<file path="src/hw/ccf_pkg.sv">
// Constants, field layouts and carrier types for the channel configuration
// and fault status register bank.
// Assumes an 8-bit register port and eight converter channels.

package ccf_pkg;

   ////////////////////////////////////////////////////////////////////////////
   // Sizes
   localparam int unsigned ADDR_W = 8;
   localparam int unsigned DATA_W = 8;
   localparam int unsigned NUM_CH = 8;
   localparam int unsigned CH_IDX_W = 3;
   localparam int unsigned PERMILLE_W = 10;

   ////////////////////////////////////////////////////////////////////////////
   // Register offsets
   localparam logic [7:0] ADDR_FAULT_CTRL = 8'h04;
   localparam logic [7:0] ADDR_CH_FIRST   = 8'h05;
   localparam logic [7:0] ADDR_CH_LAST    = 8'h0C;
   localparam logic [7:0] ADDR_POS_STATUS = 8'h12;
   localparam logic [7:0] ADDR_IRQ_STATUS = 8'h20;
   localparam logic [7:0] ADDR_IRQ_CLEAR  = 8'h21;
   localparam logic [7:0] ADDR_IRQ_ENABLE = 8'h22;

   ////////////////////////////////////////////////////////////////////////////
   // Reset values
   localparam logic [7:0] FAULT_CTRL_RESET  = 8'h00;
   localparam logic [7:0] CH_SETTINGS_RESET = 8'h10;
   localparam logic [7:0] POS_STATUS_RESET  = 8'h00;
   localparam logic [7:0] IRQ_RESET         = 8'h00;
   localparam logic [7:0] UNMAPPED_READ     = 8'h00;

   ////////////////////////////////////////////////////////////////////////////
   // Field positions
   localparam int unsigned THR_MSB     = 7;
   localparam int unsigned THR_LSB     = 5;
   localparam int unsigned CH_PD_BIT   = 7;
   localparam int unsigned CH_GAIN_MSB = 6;
   localparam int unsigned CH_GAIN_LSB = 4;
   localparam int unsigned CH_RSVD_BIT = 3;
   localparam int unsigned CH_MUX_MSB  = 2;
   localparam int unsigned CH_MUX_LSB  = 0;

   ////////////////////////////////////////////////////////////////////////////
   // Threshold levels in tenths of a percent of full scale
   localparam logic [9:0] HI_950 = 10'h3B6;
   localparam logic [9:0] HI_925 = 10'h39D;
   localparam logic [9:0] HI_900 = 10'h384;
   localparam logic [9:0] HI_875 = 10'h36B;
   localparam logic [9:0] HI_850 = 10'h352;
   localparam logic [9:0] HI_800 = 10'h320;
   localparam logic [9:0] HI_700 = 10'h2BC;
   localparam logic [9:0] HI_NONE = 10'h000;
   localparam logic [9:0] LO_050 = 10'h032;
   localparam logic [9:0] LO_075 = 10'h04B;
   localparam logic [9:0] LO_100 = 10'h064;
   localparam logic [9:0] LO_125 = 10'h07D;
   localparam logic [9:0] LO_150 = 10'h096;
   localparam logic [9:0] LO_200 = 10'h0C8;
   localparam logic [9:0] LO_250 = 10'h0FA;
   localparam logic [9:0] LO_300 = 10'h12C;

   ////////////////////////////////////////////////////////////////////////////
   // Gain and input select codes, and the threshold code with no high side
   localparam logic [2:0] GAIN_X1  = 3'h1;
   localparam logic [2:0] GAIN_X2  = 3'h2;
   localparam logic [2:0] GAIN_X4  = 3'h4;
   localparam logic [2:0] GAIN_X8  = 3'h5;
   localparam logic [2:0] GAIN_X12 = 3'h6;
   localparam logic [2:0] MUX_NORMAL = 3'h0;
   localparam logic [2:0] MUX_SHORTED = 3'h1;
   localparam logic [2:0] MUX_SUPPLY_MEASURE = 3'h3;
   localparam logic [2:0] MUX_TEMPERATURE = 3'h4;
   localparam logic [2:0] MUX_TEST = 3'h5;
   localparam logic [2:0] THR_NO_HIGH = 3'h6;

   ////////////////////////////////////////////////////////////////////////////
   // Carrier types
   typedef struct packed {
      logic       power_down;
      logic [2:0] gain_select;
      logic [2:0] input_select;
   } ccf_channel_settings_type;

   typedef struct packed {
      logic [9:0] high_permille;
      logic       high_valid;
      logic [9:0] low_permille;
   } ccf_threshold_type;

   ////////////////////////////////////////////////////////////////////////////
   // Decoders shared by logic and checks
   function automatic ccf_threshold_type threshold_decode(input logic [2:0] code);
      ccf_threshold_type t;
      t.high_valid = 1'b1;
      case (code)
         3'h0: begin t.high_permille = HI_950; t.low_permille = LO_050; end
         3'h1: begin t.high_permille = HI_925; t.low_permille = LO_075; end
         3'h2: begin t.high_permille = HI_900; t.low_permille = LO_100; end
         3'h3: begin t.high_permille = HI_875; t.low_permille = LO_125; end
         3'h4: begin t.high_permille = HI_850; t.low_permille = LO_150; end
         3'h5: begin t.high_permille = HI_800; t.low_permille = LO_200; end
         3'h6: begin t.high_permille = HI_NONE; t.low_permille = LO_250; t.high_valid = 1'b0; end
         default: begin t.high_permille = HI_700; t.low_permille = LO_300; end
      endcase
      return t;
   endfunction : threshold_decode

   function automatic logic gain_legal(input logic [2:0] code);
      return (code == GAIN_X1) || (code == GAIN_X2) || (code == GAIN_X4) ||
             (code == GAIN_X8) || (code == GAIN_X12);
   endfunction : gain_legal

   function automatic logic mux_legal(input logic [2:0] code);
      return (code == MUX_NORMAL) || (code == MUX_SHORTED) || (code == MUX_SUPPLY_MEASURE) ||
             (code == MUX_TEMPERATURE) || (code == MUX_TEST);
   endfunction : mux_legal

   function automatic ccf_channel_settings_type byte_to_settings(input logic [7:0] b);
      ccf_channel_settings_type s;
      s.power_down   = b[CH_PD_BIT];
      s.gain_select  = b[CH_GAIN_MSB:CH_GAIN_LSB];
      s.input_select = b[CH_MUX_MSB:CH_MUX_LSB];
      return s;
   endfunction : byte_to_settings

   function automatic logic [7:0] settings_to_byte(input ccf_channel_settings_type s);
      return {s.power_down, s.gain_select, 1'b0, s.input_select};
   endfunction : settings_to_byte

endpackage : ccf_pkg

</file>
<file path="src/hw/ccf_level_sync.sv">
// Two-stage synchroniser for the eight comparator levels.
// Assumes the levels come from the analog comparators, asynchronous to the clock.

`timescale 1ns/1ns
`default_nettype none

module ccf_level_sync (
   // Clock and reset
   input  wire logic                       i_clk_sys,
   input  wire logic                       i_rst_n,
   // Asynchronous levels
   input  wire logic [ccf_pkg::NUM_CH-1:0] i_level,
   // Synchronised levels
   output logic      [ccf_pkg::NUM_CH-1:0] o_level
);

   logic [ccf_pkg::NUM_CH-1:0] meta_reg;
   logic [ccf_pkg::NUM_CH-1:0] sync_reg;

   always_ff @(posedge i_clk_sys) begin
      if (!i_rst_n) begin
         meta_reg <= ccf_pkg::POS_STATUS_RESET;
         sync_reg <= ccf_pkg::POS_STATUS_RESET;
      end else begin
         meta_reg <= i_level;
         sync_reg <= meta_reg;
      end
   end

   assign o_level = sync_reg;

endmodule : ccf_level_sync

`default_nettype wire

</file>
<file path="src/hw/ccf_regs.sv">
// Channel configuration and fault status register bank, top level.
// Assumes a single-master register port with one-cycle strobes and read data
// returned in the cycle after the read strobe; comparator levels arrive asynchronously.
//
// Summary of operation
// - Bits 7 to 5 of the fault control register hold one read/write threshold code shared by all channels.
// - The high-side threshold decodes as 95, 92.5, 90, 87.5, 85, 80 and 70 percent for codes 0 to 5 and 7.
// - The low-side threshold decodes as 5, 7.5, 10, 12.5, 15, 20, 25 and 30 percent for codes 0 to 7.
// - Reserved fault control bits 4 to 0 and channel bit 3 are written as zero and always read zero.
// - Eight channel setting registers of equal layout sit at 05h to 0Ch and reset to 10h.
// - Channel bit 7 powers that channel down when set and is clear after reset.
// - Channel bits 6 to 4 select gain 1, 2, 4, 8 or 12, and codes 000, 011 and 111 are not to be used.
// - Channel bits 2 to 0 select normal, shorted, supply, temperature or test input; 010, 110, 111 forbidden.
// - The read-only positive-input status register at 12h resets to 00h with bit k-1 for channel k.
// - A status bit reads one while that channel's positive input exceeds the selected threshold.

`timescale 1ns/1ns
`default_nettype none

module ccf_regs (
   // Clock and reset
   input  wire logic                                    i_clk_sys,
   input  wire logic                                    i_rst_n,
   // Register port
   input  wire logic [ccf_pkg::ADDR_W-1:0]              i_addr,
   input  wire logic [ccf_pkg::DATA_W-1:0]              i_wr_data,
   input  wire logic                                    i_wr_en,
   input  wire logic                                    i_rd_en,
   output logic      [ccf_pkg::DATA_W-1:0]              o_rd_data,
   // Comparator levels, one per channel positive input
   input  wire logic [ccf_pkg::NUM_CH-1:0]              i_comparator_over,
   // Settings to the analog front end
   output ccf_pkg::ccf_channel_settings_type [ccf_pkg::NUM_CH-1:0] o_channel_settings,
   output logic      [ccf_pkg::NUM_CH-1:0]              o_channel_code_illegal,
   output ccf_pkg::ccf_threshold_type                   o_threshold,
   // Status and interrupt
   output logic      [ccf_pkg::NUM_CH-1:0]              o_positive_input_fault_status,
   output logic                                         o_irq
);

   ////////////////////////////////////////////////////////////////////////////
   // Address decode

   logic                               wr_fault_ctrl;
   logic                               wr_channel;
   logic                               wr_irq_clear;
   logic                               wr_irq_enable;
   logic [ccf_pkg::CH_IDX_W-1:0]       ch_index;
   logic [ccf_pkg::ADDR_W-1:0]         ch_offset;

   assign ch_offset = i_addr - ccf_pkg::ADDR_CH_FIRST;
   assign ch_index  = ch_offset[ccf_pkg::CH_IDX_W-1:0];

   always_comb begin
      wr_fault_ctrl = 1'b0;
      wr_channel    = 1'b0;
      wr_irq_clear  = 1'b0;
      wr_irq_enable = 1'b0;
      if (i_wr_en && i_addr == ccf_pkg::ADDR_FAULT_CTRL) begin
         wr_fault_ctrl = 1'b1;
      end else if (i_wr_en && i_addr >= ccf_pkg::ADDR_CH_FIRST
                   && i_addr <= ccf_pkg::ADDR_CH_LAST) begin
         wr_channel = 1'b1;
      end else if (i_wr_en && i_addr == ccf_pkg::ADDR_IRQ_CLEAR) begin
         wr_irq_clear = 1'b1;
      end else if (i_wr_en && i_addr == ccf_pkg::ADDR_IRQ_ENABLE) begin
         wr_irq_enable = 1'b1;
      end
   end

   ////////////////////////////////////////////////////////////////////////////
   // Fault threshold control

   logic [2:0]                 thr_code_reg;
   logic [2:0]                 thr_code_next;
   ccf_pkg::ccf_threshold_type threshold_reg;

   assign thr_code_next = wr_fault_ctrl ? i_wr_data[ccf_pkg::THR_MSB:ccf_pkg::THR_LSB]
                                        : thr_code_reg;

   always_ff @(posedge i_clk_sys) begin
      if (!i_rst_n) begin
         thr_code_reg  <= ccf_pkg::FAULT_CTRL_RESET[ccf_pkg::THR_MSB:ccf_pkg::THR_LSB];
         threshold_reg <= ccf_pkg::threshold_decode(
                             ccf_pkg::FAULT_CTRL_RESET[ccf_pkg::THR_MSB:ccf_pkg::THR_LSB]);
      end else begin
         thr_code_reg  <= thr_code_next;
         threshold_reg <= ccf_pkg::threshold_decode(thr_code_next);
      end
   end

   assign o_threshold = threshold_reg;

   ////////////////////////////////////////////////////////////////////////////
   // Channel settings

   ccf_pkg::ccf_channel_settings_type [ccf_pkg::NUM_CH-1:0] ch_reg;
   ccf_pkg::ccf_channel_settings_type [ccf_pkg::NUM_CH-1:0] ch_next;
   logic [ccf_pkg::NUM_CH-1:0]                              illegal_reg;

   always_comb begin
      ch_next = ch_reg;
      if (wr_channel) begin
         ch_next[ch_index] = ccf_pkg::byte_to_settings(i_wr_data);
      end
   end

   always_ff @(posedge i_clk_sys) begin
      if (!i_rst_n) begin
         for (int i = 0; i < ccf_pkg::NUM_CH; i++) begin
            ch_reg[i] <= ccf_pkg::byte_to_settings(ccf_pkg::CH_SETTINGS_RESET);
         end
      end else begin
         ch_reg <= ch_next;
      end
   end

   // Flags a channel programmed with a gain or input code that must not be used
   always_ff @(posedge i_clk_sys) begin
      if (!i_rst_n) begin
         illegal_reg <= '0;
      end else begin
         for (int i = 0; i < ccf_pkg::NUM_CH; i++) begin
            illegal_reg[i] <= !ccf_pkg::gain_legal(ch_next[i].gain_select)
                              || !ccf_pkg::mux_legal(ch_next[i].input_select);
         end
      end
   end

   assign o_channel_settings     = ch_reg;
   assign o_channel_code_illegal = illegal_reg;

   ////////////////////////////////////////////////////////////////////////////
   // Positive-input fault status

   logic [ccf_pkg::NUM_CH-1:0] pos_status;

   // Second synchroniser stage is the status itself; nothing latches it
   ccf_level_sync u_level_sync (
      .i_clk_sys (i_clk_sys),
      .i_rst_n   (i_rst_n),
      .i_level   (i_comparator_over),
      .o_level   (pos_status)
   );

   assign o_positive_input_fault_status = pos_status;

   ////////////////////////////////////////////////////////////////////////////
   // Interrupt: sticky fault onset per channel

   logic [ccf_pkg::NUM_CH-1:0] pos_prev_reg;
   logic [ccf_pkg::NUM_CH-1:0] irq_status_reg;
   logic [ccf_pkg::NUM_CH-1:0] irq_status_next;
   logic [ccf_pkg::NUM_CH-1:0] irq_enable_reg;
   logic [ccf_pkg::NUM_CH-1:0] irq_enable_next;
   logic [ccf_pkg::NUM_CH-1:0] fault_onset;
   logic                       irq_reg;

   assign fault_onset     = pos_status & ~pos_prev_reg;
   assign irq_enable_next = wr_irq_enable ? i_wr_data : irq_enable_reg;

   // A new onset in the clearing cycle keeps its bit set
   assign irq_status_next = (irq_status_reg & ~(wr_irq_clear ? i_wr_data : '0)) | fault_onset;

   always_ff @(posedge i_clk_sys) begin
      if (!i_rst_n) begin
         pos_prev_reg   <= ccf_pkg::POS_STATUS_RESET;
         irq_status_reg <= ccf_pkg::IRQ_RESET;
         irq_enable_reg <= ccf_pkg::IRQ_RESET;
         irq_reg        <= 1'b0;
      end else begin
         pos_prev_reg   <= pos_status;
         irq_status_reg <= irq_status_next;
         irq_enable_reg <= irq_enable_next;
         irq_reg        <= |(irq_status_next & irq_enable_next);
      end
   end

   assign o_irq = irq_reg;

   ////////////////////////////////////////////////////////////////////////////
   // Read path

   logic [ccf_pkg::DATA_W-1:0] rd_data_reg;

   always_ff @(posedge i_clk_sys) begin
      if (!i_rst_n) begin
         rd_data_reg <= ccf_pkg::UNMAPPED_READ;
      end else if (!i_rd_en) begin
         rd_data_reg <= ccf_pkg::UNMAPPED_READ;
      end else if (i_addr == ccf_pkg::ADDR_FAULT_CTRL) begin
         rd_data_reg <= {thr_code_reg, 5'h00};
      end else if (i_addr >= ccf_pkg::ADDR_CH_FIRST && i_addr <= ccf_pkg::ADDR_CH_LAST) begin
         rd_data_reg <= ccf_pkg::settings_to_byte(ch_reg[ch_index]);
      end else if (i_addr == ccf_pkg::ADDR_POS_STATUS) begin
         rd_data_reg <= pos_status;
      end else if (i_addr == ccf_pkg::ADDR_IRQ_STATUS) begin
         rd_data_reg <= irq_status_reg;
      end else if (i_addr == ccf_pkg::ADDR_IRQ_ENABLE) begin
         rd_data_reg <= irq_enable_reg;
      end else begin
         rd_data_reg <= ccf_pkg::UNMAPPED_READ;
      end
   end

   assign o_rd_data = rd_data_reg;

   ////////////////////////////////////////////////////////////////////////////
   // Checks

   property p_thr_field_stored;
      @(posedge i_clk_sys) disable iff (!i_rst_n)
      (i_wr_en && i_addr == ccf_pkg::ADDR_FAULT_CTRL) ##1 (i_rd_en && !i_wr_en
         && i_addr == ccf_pkg::ADDR_FAULT_CTRL)
      |=> (o_rd_data[7:5] == $past(i_wr_data[7:5], 2));
   endproperty
   a_thr_field_stored: assert property (p_thr_field_stored)
      else $error("threshold field not read back as written");

   property p_high_875;
      @(posedge i_clk_sys) disable iff (!i_rst_n)
      (i_wr_en && i_addr == ccf_pkg::ADDR_FAULT_CTRL && i_wr_data[7:5] == 3'h3)
      |=> (o_threshold.high_permille == 10'h36B && o_threshold.high_valid);
   endproperty
   a_high_875: assert property (p_high_875)
      else $error("code 011 did not give 87.5 percent high threshold");

   property p_low_300;
      @(posedge i_clk_sys) disable iff (!i_rst_n)
      (i_wr_en && i_addr == ccf_pkg::ADDR_FAULT_CTRL && i_wr_data[7:5] == 3'h7)
      |=> (o_threshold.low_permille == 10'h12C && o_threshold.high_permille == 10'h2BC);
   endproperty
   a_low_300: assert property (p_low_300)
      else $error("code 111 did not give 30 and 70 percent thresholds");

   property p_no_high_110;
      @(posedge i_clk_sys) disable iff (!i_rst_n)
      (i_wr_en && i_addr == ccf_pkg::ADDR_FAULT_CTRL && i_wr_data[7:5] == 3'h6)
      |=> (!o_threshold.high_valid && o_threshold.low_permille == 10'h0FA);
   endproperty
   a_no_high_110: assert property (p_no_high_110)
      else $error("code 110 handled wrongly");

   property p_reserved_zero;
      @(posedge i_clk_sys) disable iff (!i_rst_n)
      (i_rd_en && (i_addr == ccf_pkg::ADDR_FAULT_CTRL
         || (i_addr >= ccf_pkg::ADDR_CH_FIRST && i_addr <= ccf_pkg::ADDR_CH_LAST)))
      |=> (o_rd_data[3] == 1'b0) && ($past(i_addr) != ccf_pkg::ADDR_FAULT_CTRL
         || o_rd_data[4:0] == 5'h00);
   endproperty
   a_reserved_zero: assert property (p_reserved_zero)
      else $error("reserved bit read back nonzero");

   property p_channel_reset;
      @(posedge i_clk_sys) disable iff (!i_rst_n)
      !$past(i_rst_n) |-> (ccf_pkg::settings_to_byte(o_channel_settings[0]) == 8'h10
         && ccf_pkg::settings_to_byte(o_channel_settings[7]) == 8'h10
         && o_channel_settings[3].power_down == 1'b0);
   endproperty
   a_channel_reset: assert property (p_channel_reset)
      else $error("channel settings not 10h after reset");

   property p_power_down;
      @(posedge i_clk_sys) disable iff (!i_rst_n)
      (i_wr_en && i_addr == 8'h0C)
      |=> (o_channel_settings[7].power_down == $past(i_wr_data[7]))
          ##1 (o_channel_settings[7].power_down == $past(i_wr_data[7], 2) || $past(i_wr_en));
   endproperty
   a_power_down: assert property (p_power_down)
      else $error("channel 8 power-down bit not taken");

   property p_illegal_gain;
      @(posedge i_clk_sys) disable iff (!i_rst_n)
      (i_wr_en && i_addr == 8'h05 && (i_wr_data[6:4] == 3'h3 || i_wr_data[6:4] == 3'h0))
      |=> o_channel_code_illegal[0];
   endproperty
   a_illegal_gain: assert property (p_illegal_gain)
      else $error("forbidden gain code not flagged");

   property p_illegal_mux;
      @(posedge i_clk_sys) disable iff (!i_rst_n)
      (i_wr_en && i_addr == 8'h0A && i_wr_data[2:0] == 3'h2) |=> o_channel_code_illegal[5];
   endproperty
   a_illegal_mux: assert property (p_illegal_mux)
      else $error("forbidden input code not flagged");

   property p_status_read;
      @(posedge i_clk_sys) disable iff (!i_rst_n)
      (i_rd_en && i_addr == ccf_pkg::ADDR_POS_STATUS)
      |=> (o_rd_data == $past(o_positive_input_fault_status));
   endproperty
   a_status_read: assert property (p_status_read)
      else $error("status read did not return channel bits");

   property p_status_tracks;
      @(posedge i_clk_sys) disable iff (!i_rst_n)
      $past(i_rst_n, 2) |-> (o_positive_input_fault_status == $past(i_comparator_over, 2));
   endproperty
   a_status_tracks: assert property (p_status_tracks)
      else $error("status does not follow comparators two cycles later");

   property p_irq_level;
      @(posedge i_clk_sys) disable iff (!i_rst_n)
      $past(i_rst_n) |-> (o_irq == |(irq_status_reg & irq_enable_reg));
   endproperty
   a_irq_level: assert property (p_irq_level)
      else $error("interrupt output disagrees with enabled status");

   property p_threshold_hold;
      @(posedge i_clk_sys) disable iff (!i_rst_n)
      !wr_fault_ctrl |=> $stable(o_threshold);
   endproperty
   a_threshold_hold: assert property (p_threshold_hold)
      else $error("threshold changed without a control write");

   property p_status_write_ignored;
      @(posedge i_clk_sys) disable iff (!i_rst_n)
      (i_wr_en && i_addr == ccf_pkg::ADDR_POS_STATUS)
      |-> !(wr_fault_ctrl || wr_channel || wr_irq_clear || wr_irq_enable);
   endproperty
   a_status_write_ignored: assert property (p_status_write_ignored)
      else $error("status write reached a register");

   property p_rd_idle;
      @(posedge i_clk_sys) disable iff (!i_rst_n)
      !i_rd_en |=> (o_rd_data == ccf_pkg::UNMAPPED_READ);
   endproperty
   a_rd_idle: assert property (p_rd_idle)
      else $error("read data did not return to zero after its cycle");

   // Sticky bit survives until a clear names it
   property p_irq_sticky;
      @(posedge i_clk_sys) disable iff (!i_rst_n)
      (irq_status_reg[0] && !(wr_irq_clear && i_wr_data[0])) |=> irq_status_reg[0];
   endproperty
   a_irq_sticky: assert property (p_irq_sticky)
      else $error("channel 1 interrupt status lost without a clear");

   // An onset in the clearing cycle keeps its bit
   property p_set_wins;
      @(posedge i_clk_sys) disable iff (!i_rst_n)
      (wr_irq_clear && i_wr_data[0] && fault_onset[0]) |=> irq_status_reg[0];
   endproperty
   a_set_wins: assert property (p_set_wins)
      else $error("clear beat a new onset of channel 1");

   c_fault_irq: cover property (@(posedge i_clk_sys) disable iff (!i_rst_n)
      $rose(o_irq));
   c_channel_write: cover property (@(posedge i_clk_sys) disable iff (!i_rst_n)
      wr_channel ##1 (i_rd_en && i_addr == ccf_pkg::ADDR_CH_LAST));
   c_set_clear_same: cover property (@(posedge i_clk_sys) disable iff (!i_rst_n)
      wr_irq_clear && |(fault_onset & i_wr_data));
   c_thr_change: cover property (@(posedge i_clk_sys) disable iff (!i_rst_n)
      wr_fault_ctrl && i_wr_data[7:5] == 3'h5);

endmodule : ccf_regs

`default_nettype wire

</file>
<file path="config.mk">
export PLATFORM = sky130hd
export DESIGN_NAME = ccf_regs
export DESIGN_NICKNAME = d
export VERILOG_FILES = /design/src/hw/ccf_pkg.sv /design/src/hw/ccf_level_sync.sv /design/src/hw/ccf_regs.sv
export SDC_FILE = /design/constraint.sdc
export NUM_CORES = 1
export LEC_CHECK = 0
export ABC_AREA = 1
export BUFFER_PORTS_ARGS = -buffer_cell sky130_fd_sc_hd__buf_2
export CAP_MARGIN = 30
export CORE_MARGIN = 2
export CORE_UTILIZATION = 35
export DETAILED_ROUTE_END_ITERATION = 8
export PLACE_DENSITY_LB_ADDON = 0.12
export SYNTH_ARGS = -nofsm -noshare
export SYNTH_HDL_FRONTEND = slang
export SYNTH_SLANG_ARGS = --single-unit
</file>
<file path="constraint.sdc">
create_clock -name i_clk_sys -period 3.9 [get_ports i_clk_sys]
set_clock_uncertainty 0.2 [all_clocks]
set_input_delay 0.39 -clock i_clk_sys [delete_from_list [all_inputs] [get_ports i_clk_sys]]
set_output_delay 0.39 -clock i_clk_sys [all_outputs]
set_load 0.05 [all_outputs]
</file>
==> metrics.txt, run 1 <==
commonest non-fill, non-tap cell in the layout=nand2_1; worst-margin pin slew=680 ps; fin cells=1238; Post-Synth Adder-Cell Area=0.00821; Crit Path Class=input port to register; HP Class=input port to register; gpl congestion=0.878; post-cts gate resize count=0; total track usage=0.210; P_leak=3.73 nW; max reg flops=56; Die Y=136 um; CP max FO=30; switching pwr=0.000820 W; DR vias/cell=4.66; largest family of logic cells by synthesized area=simple AND/OR/NAND/NOR gates; vias in the first global route=5171; Seq pwr share=0.429; I/O pin total=130; Port-buffer cells=128; sw frac=0.252; clock sinks=134; total of max-cap violations=0; top cells by area, synth=dfxtp_1 (44%), nand2_1 (16%), inv_1 (8.3%); total power=0.00325 W; clock buffer depth=2; share of the synthesized area in the top cell type=0.440; core area=17200 sq um; DRC=0; Die Wd=136 um; synth warn=0; TritonCTS clock tree=yes; Syn-to-layout area delta=24.3%; register area share after synthesis=0.440; syn nets=900; Relative slew margins=0.545; post-synth cell types=39; compound-gate portion of the synthesized area=0.120; post-route cell area=7580 sq um; Comb pwr share=0.065; IR drop worst, VDD=294 uV; Synth Area per Inst=7.02 sq um; Int Power=0.00243 W; DRT antenna net count=0; First-pass DRT Iterations=5; pin count of the biggest net entering global routing=34; # H-tree levels=4; Detail Placement HPWL=13900 um; Filler Cell Count=1831; CP Launch Type=input port; Num CTS Buffers=17; placed cells=1198; NumNets Final=1032; Clk Latency, worst-skew pair=420 ps; initial antenna violation count=0; postcts setup bufs=0; most frequent cells in the layout=nand2_1 (262), inv_1 (134), dfxtp_1 (134); root buf cell=clkbuf_16; WP data arrival=2960 ps; #FFs+latches synth=134; GR Overflow Total=0; site row count=48; clk slew on worst S/H paths=60 ps; post-synthesis cell area=6100 sq um; fraction of layout cells with a size suffix above 1=0.201; drt initial violations=386; Die Footprint=18500 sq um; hold_ws=43.4 ps; ANT cells=0; RSZ-0062 raised after global routing=false; Simple-Gate Fraction of Synth Area=0.314; Starting Density=0.355; post-synth top area cell=dfxtp_1; placed cell areas=6890 sq um; Total Wirelength=18700 um; predominant post-synthesis flop cell=dfxtp_1; via count=5765; crit end category=register; final hold violations=0; Avg WL per Cell=15.1 um; Post-synth EDFFs=0; status=completed; Final TNS setup=0 ps; Async SR Flop Fraction=0; first-pass GRT wire length=29000 um; Final period util=0.728; clock network power share=0.507; number of setup violations in the final report=0; Post-Synthesis Cells=868; cell area power density=429 nW/um^2; fin. max-slew vios=0; xor and xnor area share after synthesis=0; CTS Hold Bufs=8; Final Critical Period=2840 ps; fmax=0.352 GHz; worst path required time=4020 ps; post-synthesis mux area share=0
[cell type report]
type / instances / area [sq um] / share of cell area
inverter: 140 / 527 / 0.0695
tap: 225 / 282 / 0.0371
multi-input combinational: 564 / 2700 / 0.357
clock buffer: 19 / 453 / 0.0598
clock inverter: 13 / 159 / 0.0210
sequential: 134 / 2680 / 0.354
timing repair buffer: 143 / 773 / 0.102
[cell usage after synthesis, drive strengths merged, types with 2 or more instances]
master    n
a21oi    37
a31oi     2
and2      3
buf      15
clkbuf   15
clkinv    2
dfxtp   134
ha        4
inv     138
nand2   267
nand3    48
nand3b    4
nand4    23
nor2     77
nor3      6
o211ai    4
o21a      2
o21ai    73
o22ai    10
[per-layer routing]
| layer | part of all wire | vias to the layer above | global-route usage |
|---|---|---|---|
| met3 | 0.049 | 16 | 0.0429 |
| met5 | 0 | - | 0 |
| li1 | - | 2996 | - |
| met1 | 0.49 | 2595 | 0.294 |
| met2 | 0.45 | 158 | 0.319 |
| met4 | 0.014 | 0 | 0.0735 |
[worst max-delay path: stages]
cell	delay, ps
buf_2	430
inv_1	190
ha_1	670
nand3_1	210
nor2_1	380
nand3_2	220
nand2_1	100
nand2_1	80
nand3_1	90
nand3_1	70
nand2_1	60
inv_1	50
[logic make-up (layout without fill, tap and decap cells)]
logic type / count (synthesis) / in the layout
compound gates: 131 / 131
fa+ha+maj: 4 / 4
buf+inv: 170 / 315
flops: 134 / 134
other cells: 1 / 1
simple gates: 428 / 428
[worst paths after layout]
path,slack (ps),end,startpoint,cells past startpoint
max reg2reg,2360,o_rd_data[6]$_SDFF_PN0_,o_channel_settings[5]$_SDFF_PN0_,6
min,40,o_channel_settings[12]$_SDFF_PN0_,i_wr_data[6],3
max,1060,o_channel_code_illegal[5]$_SDFF_PN0_,i_addr[0],12
min reg2reg,210,u_level_sync.o_level[7]$_SDFF_PN0_,u_level_sync.meta_reg[7]$_SDFF_PN0_,2
[through the flow]
stage / utilization / worst slack [ps]
after floorplan: - / 1230
after global placement: 0.401 / 718
after detailed placement: 0.401 / 666
after CTS: 0.441 / 1130
after global routing: 0.441 / 747
final: 0.441 / 1060
[power groups by stage]
stage	combinational [W]	clock (W)	sequential (W)
floorplan	0.000115	0	0.00144
global placement	0.000205	0	0.00143
detailed placement	0.000205	0	0.00143
CTS	0.000211	0.00169	0.00139
global route	0.000231	0.00176	0.00140
finish	0.000210	0.00165	0.00139
Power figures use the tool's default switching activity.
==> run 2: changes to the inputs <==
--- a/config.mk
+++ b/config.mk
@@ -5,7 +5,7 @@
 export SDC_FILE = /design/constraint.sdc
 export NUM_CORES = 1
 export LEC_CHECK = 0
-export ABC_AREA = 1
+export ABC_AREA = 0
 export BUFFER_PORTS_ARGS = -buffer_cell sky130_fd_sc_hd__buf_2
 export CAP_MARGIN = 30
 export CORE_MARGIN = 2
==> constraint.sdc (replaced) <==
create_clock -name i_clk_sys -period 2.9 [get_ports i_clk_sys]
set_clock_uncertainty 0.2 [all_clocks]
set_input_delay 0.29 -clock i_clk_sys [delete_from_list [all_inputs] [get_ports i_clk_sys]]
set_output_delay 0.29 -clock i_clk_sys [all_outputs]
set_load 0.05 [all_outputs]
==> run 2 against run 1 <==
Utilization is 2.0 points higher. First-iteration DRC count decreased by 7.8%. Sequential share of layout area fell by 0.54 points. Area after synthesis decreased by 1.3%. Cell area increased by 1.6%. Largest cell class unchanged. Highest routed layer unchanged.
==> metrics.txt, run 2 <==
status=completed; Starting Density=0.360 (+0.00523); CP cell instances=buf_2, inv_1, ha_1, nor3b_4, nand2b_1, a211oi_4, buf_4, mux2i_1, nand2_1; share of the synthesized area in the top cell type=0.446 (+0.00595); post-synth cell types=56 (+44%); Final TNS setup=0 ps (unchanged); total track usage=0.197 (-0.0125); DRC=0 (unchanged); CTS Hold Bufs=10 (+2); cell count of the worst reg-to-reg path=5 (-1); sw frac=0.223 (-0.0286); fin cells=965 (-22%); post-cts gate resize count=0 (unchanged); clk slew on worst S/H paths=60 ps (about the same); Detail Placement HPWL=12700 um (-8.5%); P_leak=3.05 nW (-18%); post-synthesis cell area=6010 sq um (-1.3%); #FFs+latches synth=134 (unchanged); syn nets=626 (-30%); largest stage delay on the critical path=350 ps (-320 ps); Post-synth top cells=dfxtp_1 (134), nor2b_1 (77), mux2i_1 (71); switching pwr=0.00103 W (+25%); gpl congestion=0.849 (-3.3%); fraction of layout cells with a size suffix above 1=0.283 (+0.0818); initial antenna violation count=0 (unchanged); Synth Area per Inst=10.1 sq um (+44%); clock sinks=134 (unchanged); Die Wd=135 um (-0.65%); Hold Path Stages=2 (-1); HP Class=input port to register; worst path required time=2990 ps (-1030 ps); crit end category=register; first-pass GRT wire length=27300 um (-5.6%); drt initial violations=356 (-7.8%); number of setup violations in the final report=0 (unchanged); Final Util=0.461 (+0.0196); Relative slew margins=0.490 (-0.0552); vias in the first global route=4687 (-9.4%); Port-buffer cells=128 (unchanged); reg2reg start=o_channel_settings[27]$_SDFFE_PN0P_; I/O pin total=130 (unchanged); final hold violations=0 (unchanged); CP Launch Type=input port; placed cells=924 (-23%); commonest non-fill, non-tap cell in the layout=dfxtp_1; pin count of the biggest net entering global routing=57 (+68%); slowest CP cell=a211oi_4; RSZ-0062 raised after global routing=false; WP data arrival=2200 ps (-760 ps); register area share after synthesis=0.446 (+0.00595); hold_ws=101 ps (+57.7 ps); predominant post-synthesis flop cell=dfxtp_1; core area=16700 sq um (-2.8%); most common cell in the synthesized netlist=dfxtp_1; NumNets Final=765 (-26%); ANT cells=0 (unchanged); Int Power=0.00357 W (+47%); postcts setup bufs=0 (unchanged); R2R setup slack=1170 ps (-1190 ps); Die Y=135 um (-0.65%); Comb pwr share=0.068 (+0.003); fin. max-slew vios=0 (unchanged); First-pass DRT Iterations=5 (unchanged); site row count=47 (-2.1%); hold path endpoint=o_threshold[4]$_SDFF_PN1_; synth warn=0 (unchanged); CP max FO=8 (-73%); Post-Synthesis Cells=594 (-32%); Crit Path Class=input port to register; DR vias/cell=5.14 (+10%); top cells by area, synth=dfxtp_1 (45%), mux2i_1 (12%), nor2b_1 (8.0%); # H-tree levels=4 (unchanged); GR Overflow Total=0 (unchanged); cell area power density=597 nW/um^2 (+39%); Seq pwr share=0.408 (-0.021); worst-margin pin slew=760 ps (+79.8 ps); DRT antenna net count=0 (unchanged); Syn-to-layout area delta=28.0%; TritonCTS clock tree=yes; root buf cell=clkbuf_16; FF-to-FF End=o_rd_data[7]$_SDFF_PN0_; post-synth top area cell=dfxtp_1; Total Wirelength=17700 um (-5.5%); Clk Latency, worst-skew pair=420 ps (about the same); IR drop worst, VDD=428 uV (+46%); clock buffer depth=2 (unchanged); Async SR Flop Fraction=0 (unchanged); Final period util=0.728; Avg WL per Cell=18.3 um (+21%); total of max-cap violations=0 (unchanged); Final Critical Period=2110 ps; most frequent cells in the layout=dfxtp_1 (134), buf_2 (128), nor2b_1 (77); Post-synth EDFFs=0 (unchanged); fmax=0.474 GHz; Num CTS Buffers=17 (unchanged); hold wc startpoint=i_rst_n; max reg flops=56 (unchanged); Die Footprint=18200 sq um (-1.3%); clock network power share=0.524 (+0.017); via count=4956 (-14%)
## run 2: cell families (layout without fill, tap and decap cells)
kind of cell	Yosys count	in the layout	synth area share
other	1	1	0.000623
AO/OA/AOI/OAI	94	94	0.139
multiplexers	81	81	0.144
adder cells (fa/ha/maj)	4	4	0.00832
buffers and inverters	48	199	0.0370
flip-flops	134	134	0.446
AND/OR/NAND/NOR	230	230	0.222
XOR/XNOR	2	2	0.00291
## run 2: worst max path at each step
stage | start | cells past startpoint | end | slack (ps)
floorplan | i_addr[0] | 9 | o_channel_settings[24]$_SDFF_PN1_ | 240
global placement | i_addr[0] | 10 | o_rd_data[4]$_SDFF_PP0_ | 410
detailed placement | i_addr[0] | 9 | o_channel_settings[52]$_SDFF_PN1_ | 380
CTS | i_addr[0] | 9 | o_channel_settings[24]$_SDFF_PN1_ | 810
global route | i_addr[7] | 6 | o_threshold[4]$_SDFF_PN1_ | 660
finish | i_addr[0] | 9 | o_channel_settings[17]$_SDFF_PN1_ | 790
## run 2: cell type report
class	count	area, sq um
Clock buffer	20	467
Clock inverter	11	195
Fill cell	1617	9000
Inverter	6	22.5
Multi-Input combinational cell	412	3110
Sequential cell	134	2680
Tap cell	220	275
Timing Repair Buffer	162	946
## run 2: layer usage
layer	up-vias	track usage	wire length, um
li1	2395	-	-
met1	2383	0.276	8300
met2	167	0.308	8220
met3	11	0.0432	1000
met4	0	0.0521	156
met5	-	0	0
## run 2: power groups by stage
stage	sequential (W)	combinational, W	clock, W
after floorplan	0.00193	0.000183	0
after global placement	0.00191	0.000301	0
after detailed placement	0.00191	0.000301	0
after CTS	0.00187	0.000313	0.00245
after global routing	0.00188	0.000336	0.00255
final	0.00187	0.000313	0.00241
## run 2: worst max-delay path, delay by kind of cell
kind / cells / cell delay, ps
fa+ha+maj: 1 / 320
compound gates: 1 / 350
mux: 1 / 210
simple gates: 3 / 550
buf+inv: 3 / 460
## run 2: through the flow
| step | area (sq um) | setup slack, ps | power, W |
|---|---|---|---|
| after floorplan | 6010 | 238 | 0.00212 |
| after global placement | 6940 | 409 | 0.00222 |
| after detailed placement | 6940 | 377 | 0.00222 |
| after CTS | 7700 | 808 | 0.00464 |
| after global routing | 7700 | 661 | 0.00476 |
| final | 7700 | 789 | 0.00460 |
